--- src/fdpr_pkg.sv ---
// constants, field layouts and carrier types of the divider parameter bank
// assumes a single 40 MHz clock domain and word-wide AHB-Lite access
package fdpr_pkg;

   ////////////////////////////////////////////////////////////////////////////
   // register indices; byte address is four times the index
   localparam logic [7:0] FDPR_IDX_CH1_NUM_LOW = 8'h39;
   localparam logic [7:0] FDPR_IDX_CH1_DEN_MID = 8'h3A;
   localparam logic [7:0] FDPR_IDX_CH1_DEN_LOW = 8'h3B;
   localparam logic [7:0] FDPR_IDX_CH2_DIV_INT_HIGH = 8'h3C;
   localparam logic [7:0] FDPR_IDX_CH2_INT_MID = 8'h3D;
   localparam logic [7:0] FDPR_IDX_CH2_INT_LOW = 8'h3E;
   localparam logic [7:0] FDPR_IDX_CH2_FRAC_NIBBLES = 8'h3F;
   localparam logic [7:0] FDPR_IDX_CH2_NUM_MID = 8'h40;
   localparam logic [7:0] FDPR_IDX_CH2_NUM_LOW = 8'h41;
   localparam logic [7:0] FDPR_IDX_CTRL = 8'h42;
   localparam logic [7:0] FDPR_IDX_STATUS = 8'h43;
   localparam int FDPR_REG_COUNT = 9;
   localparam logic [3:0] FDPR_SLOT_LAST = 4'h8;

   ////////////////////////////////////////////////////////////////////////////
   // field positions
   localparam int FDPR_OUTDIV_MSB = 6;
   localparam int FDPR_OUTDIV_LSB = 4;
   localparam int FDPR_INT_HIGH_MSB = 1;
   localparam int FDPR_NUM_UPPER_MSB = 3;
   localparam int FDPR_DEN_UPPER_MSB = 7;
   localparam int FDPR_DEN_UPPER_LSB = 4;
   localparam int FDPR_CTRL_HOLD_BIT = 0;
   localparam int FDPR_STAT_CH1_BIT = 9;
   localparam int FDPR_STAT_CH2_BIT = 10;
   localparam int FDPR_STAT_HOLD_BIT = 11;

   ////////////////////////////////////////////////////////////////////////////
   // reset values and bus codes
   localparam logic [7:0] FDPR_PARAM_RESET = 8'h00;
   localparam logic FDPR_CTRL_HOLD_RESET = 1'b0;
   localparam logic [1:0] FDPR_HTRANS_NONSEQ = 2'h2;
   localparam logic [2:0] FDPR_HSIZE_WORD = 3'h2;
   localparam logic [2:0] FDPR_CH1_MASK_FIRST = 3'h0;

   ////////////////////////////////////////////////////////////////////////////
   // types
   typedef enum logic [1:0] {
      FDPR_BUS_IDLE = 2'b00,
      FDPR_BUS_WRITE = 2'b01,
      FDPR_BUS_READ = 2'b10
   } fdpr_bus_state_type;

   typedef struct packed {
      logic wr;
      logic rd;
      logic [7:0] idx;
      logic [7:0] wdata;
   } fdpr_reg_acc_type;

   typedef struct packed {
      logic [7:0] frac_num_low;
      logic [15:0] frac_den_low;
   } fdpr_ch1_param_type;

   typedef struct packed {
      logic [2:0] output_divider_select;
      logic [17:0] integer_param;
      logic [19:0] frac_numerator;
      logic [3:0] frac_den_upper;
   } fdpr_ch2_param_type;

endpackage

--- src/fdpr_ahb_slave.sv ---
// AHB-Lite front end: turns single word transfers into register strokes
// assumes one master, zero wait states, and hready from the fabric
`timescale 1ns/1ps

module fdpr_ahb_slave (
   input wire logic sys_clk,                     // 40 MHz clock
   input wire logic resetn,                      // async reset, low active
   input wire logic hsel,                        // slave select
   input wire logic [1:0] htrans,                // transfer type
   input wire logic hwrite,                      // write when high
   input wire logic [2:0] hsize,                 // transfer size
   input wire logic [31:0] haddr,                // byte address
   input wire logic hready,                      // bus ready
   input wire logic [31:0] hwdata,               // write data
   output fdpr_pkg::fdpr_reg_acc_type acc,       // register stroke
   output logic hreadyout,                       // slave ready
   output logic hresp                            // response, always okay
);
   import fdpr_pkg::*;

   fdpr_bus_state_type state;
   logic [7:0] wr_idx;
   logic take;
   logic mapped;

   ////////////////////////////////////////////////////////////////////////////
   // address phase
   assign take = hsel && htrans[1] && hready;
   // only aligned words inside the first kilobyte are decoded
   assign mapped = (haddr[31:10] == 22'h0) && (haddr[1:0] == 2'h0) &&
                   (hsize == FDPR_HSIZE_WORD);

   always_ff @(posedge sys_clk or negedge resetn) begin
      if (!resetn) begin
         state <= FDPR_BUS_IDLE;
      end else if (take && hwrite) begin
         state <= FDPR_BUS_WRITE;
      end else if (take) begin
         state <= FDPR_BUS_READ;
      end else if (hready) begin
         state <= FDPR_BUS_IDLE;
      end
   end

   always_ff @(posedge sys_clk or negedge resetn) begin
      if (!resetn) begin
         wr_idx <= 8'h00;
      end else if (take && hwrite) begin
         // unmapped writes land on an index nobody decodes
         wr_idx <= mapped ? haddr[9:2] : 8'hFF;
      end
   end

   always_ff @(posedge sys_clk or negedge resetn) begin
      if (!resetn) begin
         hreadyout <= 1'b1;
         hresp <= 1'b0;
      end else begin
         hreadyout <= 1'b1;
         hresp <= 1'b0;
      end
   end

   ////////////////////////////////////////////////////////////////////////////
   // strokes: reads in the address phase, writes in the data phase
   always_comb begin
      acc.wr = (state == FDPR_BUS_WRITE);
      acc.rd = take && !hwrite;
      acc.idx = acc.wr ? wr_idx : (mapped ? haddr[9:2] : 8'hFF);
      acc.wdata = hwdata[7:0];
   end

endmodule

--- src/fdpr_pow2_div.sv ---
// power-of-two output divider for the second channel
// assumes src is a level from logic on sys_clk, at most half its rate
`timescale 1ns/1ps

module fdpr_pow2_div (
   input wire logic sys_clk,      // 40 MHz clock
   input wire logic resetn,       // async reset, low active
   input wire logic src,          // undivided channel output
   input wire logic [2:0] sel,    // divide by two to the power sel
   output logic div_out           // divided output
);
   import fdpr_pkg::*;

   logic src_q;
   logic [6:0] edge_cnt;
   logic next_out;

   always_ff @(posedge sys_clk or negedge resetn) begin
      if (!resetn) begin
         src_q <= 1'b0;
      end else begin
         src_q <= src;
      end
   end

   // each rising edge advances the ripple count; bit n-1 halves n times
   always_ff @(posedge sys_clk or negedge resetn) begin
      if (!resetn) begin
         edge_cnt <= 7'h00;
      end else if (src && !src_q) begin
         edge_cnt <= edge_cnt + 7'h01;
      end
   end

   always_comb begin
      if (sel == 3'h0) begin
         next_out = src;
      end else begin
         next_out = edge_cnt[3'(sel - 3'h1)];
      end
   end

   always_ff @(posedge sys_clk or negedge resetn) begin
      if (!resetn) begin
         div_out <= 1'b0;
      end else begin
         div_out <= next_out;
      end
   end

endmodule

--- src/fdpr_regs.sv ---
// parameter register bank for two fractional divider channels
// assumes an AHB-Lite master on sys_clk; the divider core sits outside
//
// The AHB-Lite register port was left to the implementer.
`timescale 1ns/1ps

////////////////////////////////////////////////////////////////////////////////
// Notes on behaviour
// - bits 6:4 of the channel two select register divide its output by 2^n, 1 to 128.
// - the 18-bit channel two integer parameter is bits 1:0 of 0x3C, then 0x3D, then 0x3E.
// - the 20-bit channel two numerator is bits 3:0 of 0x3F, then 0x40, then 0x41.
// - the channel two denominator upper nibble comes from bits 7:4 of 0x3F.
// - the channel one numerator low byte is a full read-write register.
// - the channel one denominator bytes 15:8 and 7:0 sit at 0x3A and 0x3B.
module fdpr_regs (
   input wire logic sys_clk,                          // 40 MHz clock
   input wire logic resetn,                           // async reset, low active
   input wire logic hsel,                             // AHB slave select
   input wire logic [1:0] htrans,                     // AHB transfer type
   input wire logic hwrite,                           // AHB write
   input wire logic [2:0] hsize,                      // AHB size
   input wire logic [31:0] haddr,                     // AHB byte address
   input wire logic hready,                           // AHB ready in
   input wire logic [31:0] hwdata,                    // AHB write data
   output logic [31:0] hrdata,                        // AHB read data
   output logic hreadyout,                            // AHB ready out
   output logic hresp,                                // AHB response
   input wire logic ch2_synth_in,                     // undivided channel two
   output logic ch2_clk_out,                          // divided channel two
   output fdpr_pkg::fdpr_ch1_param_type ch1_param,    // channel one fields
   output fdpr_pkg::fdpr_ch2_param_type ch2_param,    // channel two fields
   output logic ch1_params_complete,                  // all channel one bytes set
   output logic ch2_params_complete                   // all channel two bytes set
);
   import fdpr_pkg::*;

   fdpr_reg_acc_type acc;
   logic bus_ready;
   logic bus_resp;
   logic [7:0] store [FDPR_REG_COUNT];
   logic [FDPR_REG_COUNT-1:0] slot_hit;
   logic [FDPR_REG_COUNT-1:0] written;
   logic hold;
   logic ctrl_wr;
   logic [7:0] next_byte;
   logic [31:0] next_rdata;
   logic [3:0] rd_slot;
   logic [7:0] rd_idx;
   logic rd_in_bank;
   fdpr_ch1_param_type next_ch1;
   fdpr_ch2_param_type next_ch2;
   logic [2:0] live_div_sel;

   ////////////////////////////////////////////////////////////////////////////
   // bus front end
   fdpr_ahb_slave u_slave (
      .sys_clk(sys_clk),
      .resetn(resetn),
      .hsel(hsel),
      .htrans(htrans),
      .hwrite(hwrite),
      .hsize(hsize),
      .haddr(haddr),
      .hready(hready),
      .hwdata(hwdata),
      .acc(acc),
      .hreadyout(bus_ready),
      .hresp(bus_resp)
   );

   assign hreadyout = bus_ready;
   assign hresp = bus_resp;

   ////////////////////////////////////////////////////////////////////////////
   // byte store, one slot per parameter register
   // values after reset are zero, but software must not count on that
   genvar g;
   generate
      for (g = 0; g < FDPR_REG_COUNT; g = g + 1) begin : g_slot
         assign slot_hit[g] = acc.wr && (acc.idx == FDPR_IDX_CH1_NUM_LOW + 8'(g));

         always_ff @(posedge sys_clk or negedge resetn) begin
            if (!resetn) begin
               store[g] <= FDPR_PARAM_RESET;
            end else if (slot_hit[g]) begin
               store[g] <= acc.wdata;
            end
         end

         // tracks which bytes the host has supplied since reset
         always_ff @(posedge sys_clk or negedge resetn) begin
            if (!resetn) begin
               written[g] <= 1'b0;
            end else if (slot_hit[g]) begin
               written[g] <= 1'b1;
            end
         end
      end
   endgenerate

   ////////////////////////////////////////////////////////////////////////////
   // control: hold freezes the live parameters while a set is rewritten
   assign ctrl_wr = acc.wr && (acc.idx == FDPR_IDX_CTRL);

   always_ff @(posedge sys_clk or negedge resetn) begin
      if (!resetn) begin
         hold <= FDPR_CTRL_HOLD_RESET;
      end else if (ctrl_wr) begin
         hold <= acc.wdata[FDPR_CTRL_HOLD_BIT];
      end
   end

   ////////////////////////////////////////////////////////////////////////////
   // field assembly from the stored bytes
   always_comb begin
      next_ch1.frac_num_low = store[0];
      next_ch1.frac_den_low = {store[1], store[2]};
      next_ch2.output_divider_select =
         store[3][FDPR_OUTDIV_MSB:FDPR_OUTDIV_LSB];
      next_ch2.integer_param =
         {store[3][FDPR_INT_HIGH_MSB:0], store[4], store[5]};
      next_ch2.frac_numerator =
         {store[6][FDPR_NUM_UPPER_MSB:0], store[7], store[8]};
      next_ch2.frac_den_upper =
         store[6][FDPR_DEN_UPPER_MSB:FDPR_DEN_UPPER_LSB];
   end

   // live copies only move while hold is clear, so a set changes at once
   always_ff @(posedge sys_clk or negedge resetn) begin
      if (!resetn) begin
         ch1_param <= '0;
      end else if (!hold) begin
         ch1_param <= next_ch1;
      end
   end

   always_ff @(posedge sys_clk or negedge resetn) begin
      if (!resetn) begin
         ch2_param <= '0;
      end else if (!hold) begin
         ch2_param <= next_ch2;
      end
   end

   always_ff @(posedge sys_clk or negedge resetn) begin
      if (!resetn) begin
         ch1_params_complete <= 1'b0;
         ch2_params_complete <= 1'b0;
      end else begin
         ch1_params_complete <= &written[2:0];
         ch2_params_complete <= &written[FDPR_REG_COUNT-1:3];
      end
   end

   ////////////////////////////////////////////////////////////////////////////
   // output divider on the live select
   assign live_div_sel = ch2_param.output_divider_select;

   fdpr_pow2_div u_div (
      .sys_clk(sys_clk),
      .resetn(resetn),
      .src(ch2_synth_in),
      .sel(live_div_sel),
      .div_out(ch2_clk_out)
   );

   ////////////////////////////////////////////////////////////////////////////
   // read path, captured in the address phase; decoded from the bus itself
   // so a read in a write's data phase still sees its own address
   assign rd_idx = ((haddr[31:10] == 22'h0) && (haddr[1:0] == 2'h0) &&
                    (hsize == FDPR_HSIZE_WORD)) ? haddr[9:2] : 8'hFF;
   assign rd_in_bank = (rd_idx >= FDPR_IDX_CH1_NUM_LOW) &&
                       (rd_idx <= FDPR_IDX_CH2_NUM_LOW);
   assign rd_slot = 4'(rd_idx - FDPR_IDX_CH1_NUM_LOW);

   always_comb begin
      next_byte = 8'h00;
      if (rd_in_bank && (rd_slot <= FDPR_SLOT_LAST)) begin
         next_byte = store[rd_slot];
      end
      next_rdata = 32'h0000_0000;
      if (rd_in_bank) begin
         next_rdata = {24'h00_0000, next_byte};
      end else if (rd_idx == FDPR_IDX_CTRL) begin
         next_rdata = {31'h0000_0000, hold};
      end else if (rd_idx == FDPR_IDX_STATUS) begin
         next_rdata = {20'h0_0000, hold, ch2_params_complete,
                       ch1_params_complete, written};
      end
   end

   // a read of the byte being written in the same cycle returns the old byte
   always_ff @(posedge sys_clk or negedge resetn) begin
      if (!resetn) begin
         hrdata <= 32'h0000_0000;
      end else if (acc.rd) begin
         hrdata <= next_rdata;
      end
   end

endmodule

--- config.mk ---
export PLATFORM = sky130hd
export DESIGN_NAME = fdpr_regs
export DESIGN_NICKNAME = d
export VERILOG_FILES = /design/src/fdpr_pkg.sv /design/src/fdpr_ahb_slave.sv /design/src/fdpr_pow2_div.sv /design/src/fdpr_regs.sv
export SDC_FILE = /design/constraint.sdc
export NUM_CORES = 1
export LEC_CHECK = 0
export BUFFER_PORTS_ARGS = -buffer_cell sky130_fd_sc_hd__buf_2
export CAP_MARGIN = 10
export CORE_MARGIN = 5
export CORE_UTILIZATION = 30
export CTS_CLUSTER_SIZE = 30
export DETAILED_ROUTE_END_ITERATION = 10
export GPL_TIMING_DRIVEN = 0
export PLACE_DENSITY = 0.59
export SYNTH_ARGS = -nofsm -noshare
export SYNTH_HDL_FRONTEND = slang
export SYNTH_HIERARCHICAL = 1
export SYNTH_SLANG_ARGS = --single-unit
--- constraint.sdc ---
create_clock -name sys_clk -period 4.3 [get_ports sys_clk]
set_clock_uncertainty 0.15 [all_clocks]
set_input_delay 0.86 -clock sys_clk [delete_from_list [all_inputs] [get_ports sys_clk]]
set_output_delay 0.86 -clock sys_clk [all_outputs]
set_load 0.005 [all_outputs]
==> results.py <==
metrics = {
    "run_status": {
        "status": "complete, no violations",
    },
    "floorplanning": {
        "die_w_um": 177.4,
        "rows": 61,
        "die_area_um2": 31470,
        "io_pins": 181,
        "initial_core_util": 0.3034,
        "core-area_um2": 27710,
        "die_h_um": 177.4,
    },
    "detailed_routing": {
        "vias_per_cell": 4.741,
        "routed_wl_um": 22470,
        "drc": 0,
        "drt_iter0_markers": 352,
        "vias": 5518,
        "first_pass_iters": 6,
        "wl_per_cell_um": 19.31,
        "ant_nets": 0,
    },
    "power_and_ir_drop": {
        "p_sw_frac": 0.2387,
        "intPower_mw": 2.648,
        "p_leak_nw": 5.096,
        "irDropWorstVdd_mv": 0.1971,
        "power_density_nw_per_um2": 341.8,
        "power_frac_comb": 0.054,
        "pwr-share-seq": 0.517,
        "switchingPower_mw": 0.8303,
        "clock_power_share": 0.429,
    },
    "sta": {
        "setup-tns-final_ns": 0,
        "finalHoldViolations": 0,
        "setup_viol": 0,
        "whs_ns": 0.2580,
        "period_needed_ns": 4.070,
        "slew_viol_final": 0,
        "period_share": 0.9465,
        "rsz0062_at_grt": "false",
        "slew_headroom": 0.4272,
        "worst_pin_slew_ns": 0.8593,
        "max_freq_mhz": 245.7,
    },
    "critical_path": {
        "path_cells": "buf_2, or4_4, nor3_2, and2_4, buf_12, buf_8, inv_1, ha_1, nor3b_2, a21oi_1, a2111o_1, o21ai_2",
        "slowest_delay_ns": 0.63,
        "regToRegSetupSlack_ns": 1.29,
        "crit_path_end_kind": "register",
        "crit_path_top_delay_cell": "nor3b_2",
        "crit_type": "in2reg",
        "worstPathArrival_ns": 4.28,
        "cp.required_ns": 4.51,
        "cp_top_family": "simple AND/OR/NAND/NOR gates",
        "critPathMaxFanout": 10,
        "startpoint_type": "input pin",
        "critPathBufInv": 4,
    },
    "cells_and_area": {
        "layout-drive-gt1-share": 0.4580,
        "area_delta_synth_final_pct": 21.06,
        "final_util": 0.3673,
        "antennaDiodeCount": 0,
        "layout.nets": 852,
        "fillers": 2726,
    },
    "synthesis": {
        "synth_warnings": 6,
        "synthDistinctLibCells": 63,
        "ys_seq_elements": 184,
        "ys.flop_type": "dfrtp_1",
        "netlist.area_leader.share": 0.5478,
        "syn-mean-instance-area_um2": 13.80,
        "syn_area_um2": 8406,
        "yosysMostFrequentCell": "dfrtp_1",
        "synth_common_cells": "dfrtp_1 (184), mux2_2 (143), buf_4 (31)",
        "ys_async_sr_fraction": 1.000,
        "yosysSeqAreaShare": 0.5478,
        "synth_top_cell_by_area": "dfrtp_1",
        "ys_top_cells_by_area": "dfrtp_1 (55%), mux2_2 (19%), mux4_1 (3.1%), buf_4 (2.8%), o22a_1 (1.7%)",
        "synth_edf_count": 0,
        "synthCells": 609,
    },
    "placement": {
        "gp_congestion": 0.8302,
        "port_buffers": 125,
        "hpwl_um": 16280,
    },
    "global_route": {
        "antenna_found_initial": 0,
        "grt-ovfl-total": 0,
        "grt.total_usage": 0.1443,
        "grt_max_degree": 102,
        "grt_pass1_wl_um": 34270,
        "grt_pass1_vias": 5567,
    },
    "cts": {
        "cts_tree": "yes",
        "cts-root-buf": "clkbuf_16",
        "cts_made_buffers": 17,
        "htreeDepth": 4,
        "ctsHoldBuffers": 0,
        "clock_latency_ns": 0.43,
        "cts.sinks": 184,
        "cts_buffer_depth": 2,
        "postCtsSetupBuffers": 0,
        "clk_pin_slew_ns": 0.07,
    },
    "run": {
        "cap_viol_max_count": 0,
    },
    "hold_path": {
        "worstHoldPathType": "in2async",
    },
}
## through the flow
stage	cell area, µm²	setup slack [ns]	cells	power, mW
after floorplan	8477	0.4850	628	1.924
after global placement	9575	-0.9167	1131	2.016
after detailed placement	9613	-0.5631	1132	2.022
after CTS	10170	0.1518	1164	3.516
after global routing	10180	0.1445	1164	3.609
final	10180	0.2300	1164	3.478
## area by class of cell
type / instances / area (µm²) / share of cell area
Timing Repair Buffer: 126 / 663.1 / 0.06517
Inverter: 12 / 45.04 / 0.004426
Tap cell: 378 / 473.0 / 0.04648
Clock buffer: 18 / 429.2 / 0.04217
Multi-Input combinational cell: 384 / 3490 / 0.3429
Sequential cell: 184 / 4604 / 0.4525
Buffer: 48 / 344.1 / 0.03381
Clock inverter: 14 / 127.6 / 0.01254
## worst paths after layout
kind | startpoint | to | depth (start not counted)
min in group sys_clk | u_slave/state[1] | u_slave/state[1] | 1
hold reg to reg | u_slave/state[1] | u_slave/state[1] | 1
setup reg to reg | u_slave/state[0] | next_ch1[5] | 9
setup / recovery | haddr[21] | hrdata[3] | 12
max in group asynchronous | resetn | ch2_param[5] | 2
hold / removal | resetn | ch1_param[1] | 1
## placed cells by master (no fill, tap or decap), types with 3 or more instances in the layout
cell	n
a31oi_1	3
or4_4	4
xor2_1	4
buf_4	31
nand2b_1	11
mux2_2	143
mux4_1	10
nor3_1	3
nand3b_1	3
and3_1	3
clkinvlp_4	7
nor4_1	9
nand4_1	5
mux2i_1	7
a21oi_1	16
nor2_1	16
a21boi_0	5
nand2_1	23
buf_2	126
o21ai_0	5
a211oi_1	5
o21ai_2	5
nor2b_1	10
clkbuf_1	6
or3_1	3
nand3_1	5
ha_1	4
buf_1	6
clkbuf_16	17
xnor2_1	4
o22a_1	16
inv_1	12
a2111o_1	5
dfrtp_1	184
conb_1	22
## what timing repair did
item,in CTS,in global routing
endpoints found under the hold margin,0,0
endpoints found under the setup margin,6,1
resized for setup,1,2
## power groups by stage
stage,logic [mW],registers (mW),clock network [mW]
2_1_floorplan,0.0994,1.82,0
3_3_place_gp,0.185,1.83,0
3_5_place_dp,0.190,1.83,0
4_1_cts,0.191,1.80,1.53
5_1_grt,0.214,1.80,1.59
6_report,0.188,1.80,1.49
## routing by layer
metal	track usage	vias up	wire (µm)
li1	-	2518	-
met1	0.1859	2782	9649
met2	0.2411	192	10880
met3	0.03941	26	1633
met4	0.03835	0	308
met5	0	-	0
## registers in the layout, indices dropped and copies added, names as in the netlist
| name | flops |
|---|---|
| next_ch2 | 45 |
| ch2_param | 42 |
| ch1_param | 24 |
| next_ch1 | 24 |
| hrdata | 12 |
| written | 9 |
| u_slave/wr_idx | 8 |
| u_div/edge_cnt | 7 |
| live_div_sel | 3 |
| store | 3 |
| u_slave/state | 2 |
| ch1_params_complete | 1 |
| ch2_params_complete | 1 |
| hold | 1 |
| u_div/div_out | 1 |
| u_div/src_q | 1 |
## kinds of logic after synthesis
kind of cell / after synthesis / synth area share
flops: 184 / 0.5478
mux: 162 / 0.2352
simple gates: 115 / 0.08619
compound gates: 72 / 0.06579
buf+inv: 60 / 0.04614
xor+xnor: 9 / 0.01161
fa+ha+maj: 4 / 0.005954
other cells: 3 / 0.001340
(Power assumes the default switching activity.)
